<file path="src/core/cwlo_pkg.sv">
package cwlo_pkg;
    localparam int NUM_CH = 16;
    localparam int NUM_PHASES = 16;
    localparam int PHASE_W = 4;
    localparam int WEIGHT_W = 8;
    localparam int ADDR_W = 8;
    localparam int DATA_W = 32;
    localparam int SEL_WORD_CH = 8;

    // Register byte addresses
    localparam logic [7:0] ADDR_CTRL = 8'h00;
    localparam logic [7:0] ADDR_STATUS = 8'h04;
    localparam logic [7:0] ADDR_SEL_LO = 8'h08;
    localparam logic [7:0] ADDR_SEL_HI = 8'h0C;

    // Control register fields
    localparam int CTRL_CW_EN_BIT = 0;
    localparam int CTRL_MODE_LSB = 1;
    localparam int CTRL_MODE_W = 2;
    localparam int CTRL_HS_BIT = 3;
    localparam int CTRL_W = 4;
    localparam logic [3:0] CTRL_RST = 4'h0;
    localparam logic [31:0] SEL_RST = 32'h0000_0000;

    // Status register fields
    localparam int STAT_CW_EN_BIT = 0;
    localparam int STAT_TGP_BIT = 1;
    localparam int STAT_ALIGNED_BIT = 2;
    localparam int STAT_PEND_BIT = 3;
    localparam int STAT_MODE_LSB = 4;
    localparam int STAT_CNT_LSB = 8;

    // Mode field codes
    localparam logic [1:0] MODE_CODE_16X = 2'h0;
    localparam logic [1:0] MODE_CODE_8X = 2'h1;
    localparam logic [1:0] MODE_CODE_4X = 2'h2;
    localparam logic [1:0] MODE_CODE_1X = 2'h3;

    typedef enum logic [3:0] {
        CWLO_M16 = 4'b0001,
        CWLO_M8 = 4'b0010,
        CWLO_M4 = 4'b0100,
        CWLO_M1 = 4'b1000
    } cwlo_mode_t;

    // Divider advance per fast-clock edge, in sixteenths of the LO period
    localparam logic [3:0] STEP_16X = 4'h1;
    localparam logic [3:0] STEP_8X = 4'h2;
    localparam logic [3:0] STEP_4X = 4'h4;
    localparam logic [3:0] QUAD_OFFSET = 4'h4;
    localparam logic [3:0] HALF_PERIOD = 4'h8;
    localparam logic [3:0] CNT_ALIGN = 4'h0;

    // Signal band limits in MHz
    localparam int FAST_MAX_16X_MHZ = 128;
    localparam int CW_MAX_16X_MHZ = 8;
    localparam int CW_MAX_OTHER_MHZ = 15;

    // Weights in steps of 22.5 degrees, index 0 in the low byte
    localparam logic [7:0] WEIGHT_ONE = 8'h7F;
    localparam logic [7:0] WEIGHT_ZERO = 8'h00;
    localparam logic [127:0] COS_TAB =
        128'h755A_3100_CFA6_8B81_8BA6_CF00_315A_757F;
    localparam logic [127:0] NSIN_TAB =
        128'h315A_757F_755A_3100_CFA6_8B81_8BA6_CF00;
endpackage : cwlo_pkg

</file>
<file path="src/core/cwlo_top.sv">
// Overview of operation
// - After reset the clocking mode is sixteen-times, the most accurate mode.
// - Sixteen-times mode derives sixteen equally spaced LO phases from the fast clock.
// - Sync clock rising edge realigns the divider so all devices share phase.
// - Each of sixteen mixer clocks is picked by a sixteen-way cross-point.
// - Each phase step is one sixteenth period, 22.5 degrees, per channel.
// - Eight- and four-times modes make I and Q clocks exactly 90 degrees apart.
// - Harmonic suppression is offered in eight-times mode, never in four-times.
// - Intermediate phases come from cosine and sine weights of the target angle.
// - One-times mode feeds both clock inputs straight to the mixers.
// - In divided modes the sync clock only aligns, never demodulates.
// - LO is the fast clock divided by sixteen, eight or four.
// - Other modes support CW signals up to 15 MHz.
// - Two clock inputs, fast at N times and sync at one times, N selectable.
// - Enabling the CW path disables the time-gain path.
`timescale 1ns/10ps
module cwlo_top
    import cwlo_pkg::*;
(
    input wire logic ref_clk,
    input wire logic rst_n,
    input wire logic clk_en,
    input wire logic psel,
    input wire logic penable,
    input wire logic pwrite,
    input wire logic [ADDR_W-1:0] paddr,
    input wire logic [DATA_W-1:0] pwdata,
    output logic [DATA_W-1:0] prdata,
    output logic pready,
    output logic pslverr,
    input wire logic doppler_fast_clock_in,
    input wire logic doppler_sync_clock_in,
    output logic [NUM_CH-1:0] mix_clk_i,
    output logic [NUM_CH-1:0] mix_clk_q,
    output logic [NUM_CH*WEIGHT_W-1:0] mix_weight_cos,
    output logic [NUM_CH*WEIGHT_W-1:0] mix_weight_sin,
    output logic harm_suppress_en,
    output logic time_gain_path_en
);
    logic [CTRL_W-1:0] ctrl_r;
    logic [NUM_CH*PHASE_W-1:0] ch_sel_r;
    logic [DATA_W-1:0] prdata_r;
    logic [PHASE_W-1:0] cnt_r;
    logic [PHASE_W-1:0] cnt_nxt;
    cwlo_mode_t mode_act_r;
    cwlo_mode_t mode_pend;
    logic aligned_r;
    logic fast_lvl;
    logic fast_rise;
    logic sync_lvl;
    logic sync_rise;
    logic [NUM_PHASES-1:0] lo_vec;
    logic [NUM_PHASES-1:0] direct_vec;
    logic [NUM_PHASES-1:0] phase_vec;
    logic [PHASE_W-1:0] step;
    logic cw_en;
    logic quad_mode;
    logic is_1x;

    // APB decode
    logic setup_ph;
    logic access_ph;
    logic wr_en;
    logic hit_ctrl;
    logic hit_stat;
    logic hit_sel_lo;
    logic hit_sel_hi;
    logic mapped;
    logic [DATA_W-1:0] rd_mux;
    logic [DATA_W-1:0] status_word;

    assign setup_ph = psel & ~penable;
    assign access_ph = psel & penable;
    assign hit_ctrl = (paddr == ADDR_CTRL);
    assign hit_stat = (paddr == ADDR_STATUS);
    assign hit_sel_lo = (paddr == ADDR_SEL_LO);
    assign hit_sel_hi = (paddr == ADDR_SEL_HI);
    assign mapped = hit_ctrl | hit_stat | hit_sel_lo | hit_sel_hi;
    assign wr_en = access_ph & pwrite & clk_en;
    assign pready = 1'b1;
    assign pslverr = access_ph & ~mapped;

    assign status_word = DATA_W'({cnt_r, mode_act_r, (mode_pend != mode_act_r), aligned_r,
                                  time_gain_path_en, cw_en});
    assign rd_mux = hit_ctrl ? DATA_W'(ctrl_r) :
                    hit_stat ? status_word :
                    hit_sel_lo ? ch_sel_r[0 +: DATA_W] :
                    hit_sel_hi ? ch_sel_r[DATA_W +: DATA_W] : '0;

    always_ff @(posedge ref_clk or negedge rst_n) begin
        if (!rst_n) begin
            prdata_r <= '0;
        end else if (clk_en && setup_ph && !pwrite) begin
            prdata_r <= rd_mux;
        end
    end
    assign prdata = prdata_r;

    // Configuration registers
    always_ff @(posedge ref_clk or negedge rst_n) begin
        if (!rst_n) begin
            ctrl_r <= CTRL_RST;
        end else if (wr_en && hit_ctrl) begin
            ctrl_r <= pwdata[CTRL_W-1:0];
        end
    end

    always_ff @(posedge ref_clk or negedge rst_n) begin
        if (!rst_n) begin
            ch_sel_r <= {SEL_RST, SEL_RST};
        end else if (wr_en && hit_sel_lo) begin
            ch_sel_r[0 +: DATA_W] <= pwdata;
        end else if (wr_en && hit_sel_hi) begin
            ch_sel_r[DATA_W +: DATA_W] <= pwdata;
        end
    end

    assign cw_en = ctrl_r[CTRL_CW_EN_BIT];
    assign time_gain_path_en = ~cw_en;

    always_comb begin
        unique case (ctrl_r[CTRL_MODE_LSB +: CTRL_MODE_W])
            MODE_CODE_16X: mode_pend = CWLO_M16;
            MODE_CODE_8X: mode_pend = CWLO_M8;
            MODE_CODE_4X: mode_pend = CWLO_M4;
            MODE_CODE_1X: mode_pend = CWLO_M1;
        endcase
    end

    // Clock inputs, sampled as synchronous levels
    cwlo_edge u_fast_edge (
        .ref_clk(ref_clk),
        .rst_n(rst_n),
        .clk_en(clk_en),
        .sig_in(doppler_fast_clock_in),
        .level(fast_lvl),
        .rise(fast_rise)
    );

    cwlo_edge u_sync_edge (
        .ref_clk(ref_clk),
        .rst_n(rst_n),
        .clk_en(clk_en),
        .sig_in(doppler_sync_clock_in),
        .level(sync_lvl),
        .rise(sync_rise)
    );

    // Mode switches only at the sync edge so the divider restarts cleanly
    always_ff @(posedge ref_clk or negedge rst_n) begin
        if (!rst_n) begin
            mode_act_r <= CWLO_M16;
        end else if (clk_en && sync_rise) begin
            mode_act_r <= mode_pend;
        end
    end

    assign is_1x = (mode_act_r == CWLO_M1);
    assign quad_mode = (mode_act_r == CWLO_M8) | (mode_act_r == CWLO_M4) | is_1x;

    // Advance in sixteenths: divide by 16, 8 or 4
    always_comb begin
        unique case (mode_act_r)
            CWLO_M16: step = STEP_16X;
            CWLO_M8: step = STEP_8X;
            CWLO_M4: step = STEP_4X;
            CWLO_M1: step = CNT_ALIGN;
            default: step = STEP_16X;
        endcase
    end

    assign cnt_nxt = sync_rise ? CNT_ALIGN :
                     fast_rise ? PHASE_W'(cnt_r + step) : cnt_r;

    always_ff @(posedge ref_clk or negedge rst_n) begin
        if (!rst_n) begin
            cnt_r <= CNT_ALIGN;
            aligned_r <= 1'b0;
        end else if (clk_en) begin
            cnt_r <= cnt_nxt;
            aligned_r <= aligned_r | sync_rise;
        end
    end

    // Sixteen phases 22.5 degrees apart; 1X takes inputs directly
    generate
        for (genvar k = 0; k < NUM_PHASES; k++) begin : g_phase
            assign lo_vec[k] = PHASE_W'(cnt_r - PHASE_W'(k)) < HALF_PERIOD;
            if ((k / 4) == 0) begin : g_q0
                assign direct_vec[k] = fast_lvl;
            end else if ((k / 4) == 1) begin : g_q1
                assign direct_vec[k] = sync_lvl;
            end else if ((k / 4) == 2) begin : g_q2
                assign direct_vec[k] = ~fast_lvl;
            end else begin : g_q3
                assign direct_vec[k] = ~sync_lvl;
            end
        end
    endgenerate

    assign phase_vec = is_1x ? direct_vec : lo_vec;

    // Cross-point, one per channel
    generate
        for (genvar c = 0; c < NUM_CH; c++) begin : g_ch
            cwlo_xpoint u_xp (
                .ref_clk(ref_clk),
                .rst_n(rst_n),
                .clk_en(clk_en),
                .enable(cw_en),
                .quad_mode(quad_mode),
                .phases(phase_vec),
                .sel(ch_sel_r[c*PHASE_W +: PHASE_W]),
                .mix_i(mix_clk_i[c]),
                .mix_q(mix_clk_q[c]),
                .w_cos(mix_weight_cos[c*WEIGHT_W +: WEIGHT_W]),
                .w_sin(mix_weight_sin[c*WEIGHT_W +: WEIGHT_W])
            );
        end
    endgenerate

    assign harm_suppress_en = cw_en & ctrl_r[CTRL_HS_BIT]
                              & ((mode_act_r == CWLO_M16) | (mode_act_r == CWLO_M8));
endmodule : cwlo_top

</file>
<file path="src/core/cwlo_edge.sv">
`timescale 1ns/10ps
module cwlo_edge
    import cwlo_pkg::*;
(
    input wire logic ref_clk,
    input wire logic rst_n,
    input wire logic clk_en,
    input wire logic sig_in,
    output logic level,
    output logic rise
);
    logic level_r;
    logic prev_r;

    always_ff @(posedge ref_clk or negedge rst_n) begin
        if (!rst_n) begin
            level_r <= 1'b0;
            prev_r <= 1'b0;
        end else if (clk_en) begin
            level_r <= sig_in;
            prev_r <= level_r;
        end
    end

    assign level = level_r;
    assign rise = level_r & ~prev_r;
endmodule : cwlo_edge

</file>
<file path="src/core/cwlo_xpoint.sv">
`timescale 1ns/10ps
module cwlo_xpoint
    import cwlo_pkg::*;
(
    input wire logic ref_clk,
    input wire logic rst_n,
    input wire logic clk_en,
    input wire logic enable,
    input wire logic quad_mode,
    input wire logic [NUM_PHASES-1:0] phases,
    input wire logic [PHASE_W-1:0] sel,
    output logic mix_i,
    output logic mix_q,
    output logic [WEIGHT_W-1:0] w_cos,
    output logic [WEIGHT_W-1:0] w_sin
);
    logic mix_i_r;
    logic mix_q_r;
    logic [WEIGHT_W-1:0] w_cos_r;
    logic [WEIGHT_W-1:0] w_sin_r;
    logic [PHASE_W-1:0] q_idx;
    logic i_nxt;
    logic q_nxt;
    logic [WEIGHT_W-1:0] cos_nxt;
    logic [WEIGHT_W-1:0] sin_nxt;

    // Direct phase pick in 16X; fixed I/Q plus rotation weights otherwise
    assign q_idx = quad_mode ? QUAD_OFFSET : PHASE_W'(sel + QUAD_OFFSET);
    assign i_nxt = enable & (quad_mode ? phases[0] : phases[sel]);
    assign q_nxt = enable & phases[q_idx];
    assign cos_nxt = !enable ? WEIGHT_ZERO : quad_mode ? COS_TAB[sel*WEIGHT_W +: WEIGHT_W] : WEIGHT_ONE;
    assign sin_nxt = (enable && quad_mode) ? NSIN_TAB[sel*WEIGHT_W +: WEIGHT_W] : WEIGHT_ZERO;

    always_ff @(posedge ref_clk or negedge rst_n) begin
        if (!rst_n) begin
            mix_i_r <= 1'b0;
            mix_q_r <= 1'b0;
            w_cos_r <= WEIGHT_ZERO;
            w_sin_r <= WEIGHT_ZERO;
        end else if (clk_en) begin
            mix_i_r <= i_nxt;
            mix_q_r <= q_nxt;
            w_cos_r <= cos_nxt;
            w_sin_r <= sin_nxt;
        end
    end

    assign mix_i = mix_i_r;
    assign mix_q = mix_q_r;
    assign w_cos = w_cos_r;
    assign w_sin = w_sin_r;
endmodule : cwlo_xpoint

</file>
<file path="config.mk">
export PLATFORM = sky130hd
export DESIGN_NAME = cwlo_top
export DESIGN_NICKNAME = d
export VERILOG_FILES = /design/src/core/cwlo_pkg.sv /design/src/core/cwlo_top.sv /design/src/core/cwlo_edge.sv /design/src/core/cwlo_xpoint.sv
export SDC_FILE = /design/constraint.sdc
export NUM_CORES = 1
export LEC_CHECK = 0
export ABC_AREA = 1
export BUFFER_PORTS_ARGS = -buffer_cell sky130_fd_sc_hd__buf_4
export CAP_MARGIN = 20
export CORE_UTILIZATION = 40
export CTS_BUF_LIST = sky130_fd_sc_hd__clkbuf_4 sky130_fd_sc_hd__clkbuf_8
export CTS_CLUSTER_SIZE = 10
export DETAILED_ROUTE_END_ITERATION = 12
export GPL_ROUTABILITY_DRIVEN = 0
export PLACE_DENSITY = 0.62
export SKIP_CTS_REPAIR_TIMING = 1
export SLEW_MARGIN = 30
export SYNTH_ARGS = -nofsm -noshare
export SYNTH_HDL_FRONTEND = slang
export SYNTH_HIERARCHICAL = 1
export SYNTH_SLANG_ARGS = --single-unit
</file>
<file path="constraint.sdc">
create_clock -name ref_clk -period 5.1 [get_ports ref_clk]
set_input_delay 0.255 -clock ref_clk [delete_from_list [all_inputs] [get_ports ref_clk]]
set_output_delay 0.255 -clock ref_clk [all_outputs]
set_load 0.01 [all_outputs]
</file>
==> results of run 1 <==
sequential cells by signal, summed over array words and instances, names as in the netlist:
| register | cells |
|---|---|
| g_ch.u_xp/w_cos | 128 |
| g_ch.u_xp/w_sin | 128 |
| ch_sel_r | 64 |
| prdata | 32 |
| g_ch.u_xp/mix_i | 16 |
| g_ch.u_xp/mix_q | 16 |
| cnt_r | 4 |
| ctrl_r | 4 |
| mode_act_r | 4 |
| aligned_r | 1 |
| u_fast_edge/level | 1 |
| u_fast_edge/prev_r | 1 |
| u_sync_edge/level | 1 |
| u_sync_edge/prev_r | 1 |
worst max-delay path by stage:
| stage | from | endpoint | slack, ns |
|---|---|---|---|
| CTS | mode_act_r[1] | g_ch[13].u_xp/mix_i | 1.72 |
| floorplan | mode_act_r[3] | g_ch[9].u_xp/mix_q | 1.47 |
| global route | mode_act_r[1] | g_ch[1].u_xp/mix_i | 1.42 |
| global placement | mode_act_r[1] | g_ch[13].u_xp/mix_i | 1.35 |
| finish | mode_act_r[1] | g_ch[10].u_xp/mix_i | 1.59 |
| detailed placement | mode_act_r[1] | g_ch[13].u_xp/mix_i | 1.73 |
synthesized netlist by cell type (8+ instances only):
| cell | instances | area share (%) |
|---|---|---|
| a211oi_1 | 16 | 0.43 |
| a21o_1 | 8 | 0.21 |
| a21oi_1 | 132 | 2.4 |
| a22o_1 | 39 | 1.2 |
| a31oi_1 | 9 | 0.20 |
| buf_2 | 40 | 0.71 |
| buf_4 | 40 | 1.1 |
| buf_6 | 60 | 2.4 |
| clkbuf_1 | 21 | 0.28 |
| clkbuf_2 | 9 | 0.16 |
| clkinv_1 | 17 | 0.23 |
| dfrtp_1 | 400 | 36 |
| ha_1 | 100 | 4.5 |
| inv_1 | 372 | 5.0 |
| inv_2 | 54 | 0.72 |
| nand2_1 | 1579 | 21 |
| nand2_2 | 27 | 0.60 |
| nand3_1 | 475 | 8.5 |
| nand3b_1 | 22 | 0.59 |
| nand4_1 | 8 | 0.18 |
| nor2_1 | 193 | 2.6 |
| nor2_2 | 11 | 0.25 |
| nor2_4 | 10 | 0.40 |
| nor3_1 | 15 | 0.27 |
| o2111ai_1 | 15 | 0.47 |
| o211ai_1 | 34 | 0.91 |
| o21ai_0 | 326 | 5.8 |
| o21ai_1 | 39 | 0.70 |
| o31ai_1 | 26 | 0.70 |
cell families after synthesis:
group	count (synthesis)	share of synthesized area (%)
and+or+nand+nor	2350	34.8
DFF	401	35.7
other	1	0.0134
xor gates and xnor gates	5	0.156
AOI/OAI and AO/OA	682	14.2
buffers and inverters	614	10.6
adders and majority gates	101	4.53
layout make-up:
type / instances / area [um^2]
inverter: 444 / 1680
antenna: 5 / 12.5
sequential: 401 / 10000
tap: 931 / 1160
clock inverter: 18 / 200
clock buffer: 124 / 1540
multi-input combinational: 3139 / 15100
timing repair buffer: 427 / 3350
fill: 7049 / 36000
tightest hold or removal path: stages:
cell and delay [ns]:
buf_4 0.09, nor2_1 0.06, nand3_1 0.08, nand3_1 0.07, nand2_1 0.06, nand2_1 0.04
metal layers:
metal  global-route usage, %  vias to the layer above
li1                        -                    14200
met1                    38.4                    13700
met2                    43.8                     1128
met3                    4.40                      176
met4                    9.97                        4
met5                       0                        -
per-stage QoR:
step / hold slack (ns) / util, % / total power, mW / setup slack [ns]
3_3_place_gp: 0.271 / 44.9 / 5.34 / 1.35
6_report: 0.0304 / 47.9 / 9.00 / 1.59
3_5_place_dp: 0.275 / 44.9 / 5.35 / 1.73
2_1_floorplan: -0.0406 / - / 4.50 / 1.47
4_1_cts: -0.473 / 47.4 / 9.03 / 1.72
5_1_grt: 0.0257 / 47.9 / 9.42 / 1.42
power groups by stage:
| stage | Clock [mW] | Sequential, mW | Combinational, mW |
|---|---|---|---|
| after CTS | 3.73 | 3.28 | 2.03 |
| after floorplan | 0 | 3.30 | 1.20 |
| after detailed placement | 0 | 3.33 | 2.02 |
| final | 3.63 | 3.28 | 2.09 |
| after global routing | 3.87 | 3.28 | 2.27 |
| after global placement | 0 | 3.33 | 2.01 |
==> metrics.md, run 1 <==
| Metric | Value |
|---|---|
| P_sw | 3.12 mW |
| Max layer used | met5 |
| First-pass GRT wire length | 155000 um |
| Commonest non-fill, non-tap cell in the layout | nand2_1 |
| TritonRoute pass-1 iters | 7 |
| DR WL/cell | 18.4 um |
| Die height | 267 um |
| Placed Cells incl. Taps | 5307 |
| Post-synth EDFFs | 0 |
| CTS tree | built |
| Met3 WL | 7350 um |
| Largest net degree at the start of global routing | 112 |
| Synthesized area | 28100 um^2 |
| Headroom to the max-slew limit | 29.3% |
| Max Cap Viol | 0 |
| # rows | 96 |
| Worst reg-to-reg setup slack | 1.59 ns |
| Clk pwr share | 40.4% |
| #FFs+latches synth | 401 |
| Initial antenna violation count | 6 |
| Post-synth ARST share | 100% |
| Setup Skew | 0.0336 ns |
| Hold depth | 6 |
| Die W | 267 um |
| CTS Sinks | 401 |
| Core region area | 69100 um^2 |
| RSZ-0062 raised after global routing | no |
| Post-DP Area | 31000 um^2 |
| Mapped Cells | 4154 |
| Pleak | 18.4 nW |
| Max VDD drop | 0.345 mV |
| Synth unique cells | 48 |
| Syn Area/Cell | 6.76 um^2 |
| Root Buffer | clkbuf_8 |
| CTS buffer count | 79 |
| Vias in the first global route | 26600 |
| All-Layer GR Usage | 27.8% |
| WHS Endpoint | prdata[1] |
| Min-delay worst type | in2reg |
| Ratio of cells with drive above 1 in the final layout | 14.6% |
| Seq pwr share | 36.4% |
| Final WL | 101000 um |
| Ys flop type | dfrtp_1 |
| CP Cell Sequence | nor2_1 > nand3_2 > or2_2 > nand2_2 > inv_2 > nand2_1 > nand2_1 > nand2_1 > nand2_1 > nand2_1 > nand2_1 > inv_1 > nand2_1 > nand2_1 > nand2_1 |
| HPWL Detailed | 65700 um |
| Crit end category | register |
| DRT iter0 DRCs | 2431 |
| Combinational power share | 23.2% |
| CP required | 5.66 ns |
| CP Class | reg2reg |
| Final hold viol count | 0 |
| R2R Path Start | mode_act_r[1] |
| Fmax achieved | 0.284 GHz |
| Routed Antenna Nets | 0 |
| Syn nets | 4303 |
| Clock Path Buffers | 3 |
| Met2 WL | 45700 um |
| Final setup viols | 0 |
| Post-DR vias/cell | 5.33 |
| Area of the die | 71300 um^2 |
| Sequential area share after synthesis | 35.7% |
| Cell mode on critical path | nand2_1 |
| Drt drc | 0 |
| Fin cells | 5489 |
| Area Growth Syn to Fin | 17.9% |
| WP depth | 15 |
| Switch share | 34.6% |
| Nets | 4641 |
| Worst path bufs/invs | 2 |
| Worst reg2reg path depth | 15 |
| P_int | 5.89 mW |
| Gr ovfl total | 0 |
| Setup TNS Final | 0 ns |
| Worst R2R End | g_ch[10].u_xp/mix_i |
| Tightest Pin Transition | 1.06 ns |
| Yosys synthesis warning count | 6 |
| Outcome | complete, no violations |
| Crit-path max cell delay | 0.76 ns |
| Final-report max-slew violation count | 0 |
| Routed vias | 29300 |
| I/O Buffers | 370 |
| PD cells | 272 nW/um^2 |
| Most frequent cells in the layout | nand2_1 (1574), nand3_1 (475), dfrtp_1 (399), buf_4 (387), inv_1 (363) |
| Hold Crit Start | paddr[2] |
| Final instance area | 33100 um^2 |
| Crit Path Max Fanout | 26 |
| CP top delay family | simple AND/OR/NAND/NOR gates |
| Critical path arrival | 4.07 ns |
| Initial Utilization | 40.7% |
| Minimum clock period | 3.51 ns |
| Final Cycle Share | 68.9% |
| H-tree Lvls | 3 |
| Clk_lat worst skew | 0.68 ns |
| Slowest stage cell, crit path | nand2_2 |
| Met1 wire length | 45000 um |
| CP Launch Type | register |
| Worst-path clk slew | 0.07 ns |
| I/O pin count | 372 |
No activity file was read; power rests on OpenSTA's default activity.
==> inputs of run 2 (changes only) <==
Settings changed: ABC_AREA 1 to 0.
Clock period 5.1 ns to 3.56 ns, I/O delays scaled along.
==> metrics.md, run 2 <==
| Metric | Value |
|---|---|
| Outcome | complete, no violations |
| Syn Area/Cell | 9.49 um^2 |
| Pre-CTS setup slack | 0.271 ns |
| CP required | 4.14 ns |
| Mapped Cells | 2882 |
| HPWL Detailed | 63000 um |
| Nets | 3353 |
| Final worst slack | 0.241 ns |
| Post-synth EDFFs | 0 |
| Hold Slack | 0.0173 ns |
| TritonRoute pass-1 iters | 5 |
| Die W | 263 um |
| Final-report max-slew violation count | 0 |
| Area Growth Syn to Fin | 20.1% |
| Top-count cell post-synth | dfrtp_1 |
| Largest net degree at the start of global routing | 119 |
| Routed vias | 24500 |
| Clock Path Buffers | 3 |
| Synth top area share | 36.6% |
| Final core utilization | 48.7% |
| CTS buffer count | 79 |
| Crit end category | register |
| Clk_lat worst skew | 0.70 ns |
| Root Buffer | clkbuf_8 |
| Headroom to the max-slew limit | 35.8% |
| Setup TNS Final | 0 ns |
| Final Cycle Share | 93.2% |
| Area of the die | 69400 um^2 |
| Sequential area share after synthesis | 36.7% |
| Commonest non-fill, non-tap cell in the layout | buf_4 |
| Final hold viol count | 0 |
| Top cell type by total area after synthesis | dfrtp_1 |
| Yosys synthesis warning count | 6 |
| Post-DR vias/cell | 5.92 |
| RSZ-0062 raised after global routing | no |
| Vias in the first global route | 23600 |
| Synth unique cells | 85 |
| Final WL | 93100 um |
| Initial antenna violation count | 2 |
| Tightest Pin Transition | 0.962 ns |
| Placed Cells incl. Taps | 3957 |
| CP Launch Type | register |
| CTS Sinks | 401 |
| Most frequent cells in the layout | buf_4 (426), dfrtp_1 (398), nand2_1 (197), o21ai_0 (192), inv_1 (186) |
| Routed Antenna Nets | 0 |
| H-tree Lvls | 3 |
| Final setup viols | 0 |
| Ranking of synthesized cells by area | dfrtp_1 (37%), ha_1 (4.6%), mux2i_1 (4.5%) |
| Fmax achieved | 0.301 GHz |
| DRT iter0 DRCs | 2300 |
| CTS tree | built |
| Die height | 263 um |
| Synthesized area | 27300 um^2 |
| Worst-path clk slew | 0.06 ns |
| Syn nets | 3031 |
| Gr ovfl total | 0 |
| Fin cells | 4141 |
| First-pass GRT wire length | 143000 um |
| Drt drc | 0 |
| PD cells | 465 nW/um^2 |
| Initial Utilization | 40.6% |
| #FFs+latches synth | 401 |
| Critical path arrival | 3.90 ns |
| Worst reg2reg path depth | 8 |
| Post-DP Area | 30600 um^2 |
| Post-synth ARST share | 100% |
| DR WL/cell | 22.5 um |
| Pleak | 14.7 nW |
| I/O pin count | 372 |
| CP Class | reg2reg |
| Hold depth | 2 |
| Fill cell count | 6243 |
| Power Total | 15.3 mW |
| Final instance area | 32800 um^2 |
| Min-delay worst type | in2reg |
| Synth top cells by count | dfrtp_1 (400), nand2_1 (197), o21ai_0 (195), inv_1 (192), nor2_1 (173) |
| Max VDD drop | 0.855 mV |
| I/O Buffers | 370 |
| Max Cap Viol | 0 |
| All-Layer GR Usage | 26.2% |
| Crit Path Max Fanout | 14 |
| Ratio of cells with drive above 1 in the final layout | 25.2% |
| Core region area | 67400 um^2 |
| Setup Skew | 0.0351 ns |
| Ys flop type | dfrtp_1 |
| Minimum clock period | 3.32 ns |
| # rows | 95 |
## run 2: cell types whose count changed in the layout (fill, tap and decap cells not counted), sizes merged, moves of 46 or more
cell,change
nand3,-360
o21ai,-166
a21oi,+46
o2bb2ai,+112
nand2b,+62
mux2i,+123
mux2,+144
nor2b,+50
nand2,-1411
inv,-230
## run 2: path summary, 6_finish.rpt
kind,start,endpoint,slack (ns)
setup / recovery,mode_act_r[2],g_ch[9].u_xp/mix_i,0.24
hold / removal,clk_en,g_ch[6].u_xp/w_cos[2],0.02
setup reg to reg,mode_act_r[2],g_ch[9].u_xp/mix_i,0.24
hold reg to reg,g_ch[3].u_xp/w_sin[1],g_ch[3].u_xp/w_sin[1],0.48
max in group asynchronous,rst_n,g_ch[10].u_xp/w_sin[4],2.38
min in group asynchronous,rst_n,g_ch[11].u_xp/w_sin[1],0.12
## run 2: per-layer routing
| metal | wire length [um] | share of wire [%] | up-vias | track usage, % |
|---|---|---|---|---|
| li1 | - | - | 11200 | - |
| met1 | 40200 | 43 | 12100 | 35.4 |
| met2 | 42600 | 46 | 1028 | 41.0 |
| met4 | 3090 | 3.3 | 0 | 10.3 |
| met3 | 7150 | 7.7 | 186 | 5.47 |
| met5 | 0 | 0 | - | 0 |
## run 2: logic make-up after synthesis
logic type	count (synthesis)	share of synthesized area [%]
xor gates and xnor gates	25	0.801
buffers and inverters	439	7.70
muxes	303	14.6
and+or+nand+nor	725	12.7
adders and majority gates	101	4.65
DFF	401	36.7
other	1	0.0137
AOI/OAI and AO/OA	887	22.9
## run 2: cell type report
class	count	area [um^2]	share of cell area (%)
multi-input combinational	2042	15300	46.5
antenna	2	5.00	0.0152
sequential	401	10000	30.6
timing repair buffer	476	3800	11.6
clock inverter	20	287	0.872
tap	873	1090	3.33
clock buffer	123	1570	4.79
inverter	204	768	2.34
## run 2: power breakdown
group | internal, mW | total, mW | leakage, nW | switching (mW)
registers | 4.61 | 4.72 | 5.57 | 0.113
logic | 1.82 | 5.02 | 8.18 | 3.20
clock network | 3.32 | 5.52 | 0.974 | 2.20
## run 2: worst max-delay path, cell delays in order, from the launching register on
cell	delay, ns
dfrtp_1	0.47
or4b_2	0.76
nor2_1	0.26
a21o_2	0.38
inv_2	0.27
mux4_1	0.58
a22oi_2	0.14
o211ai_1	0.11
a22o_1	0.22
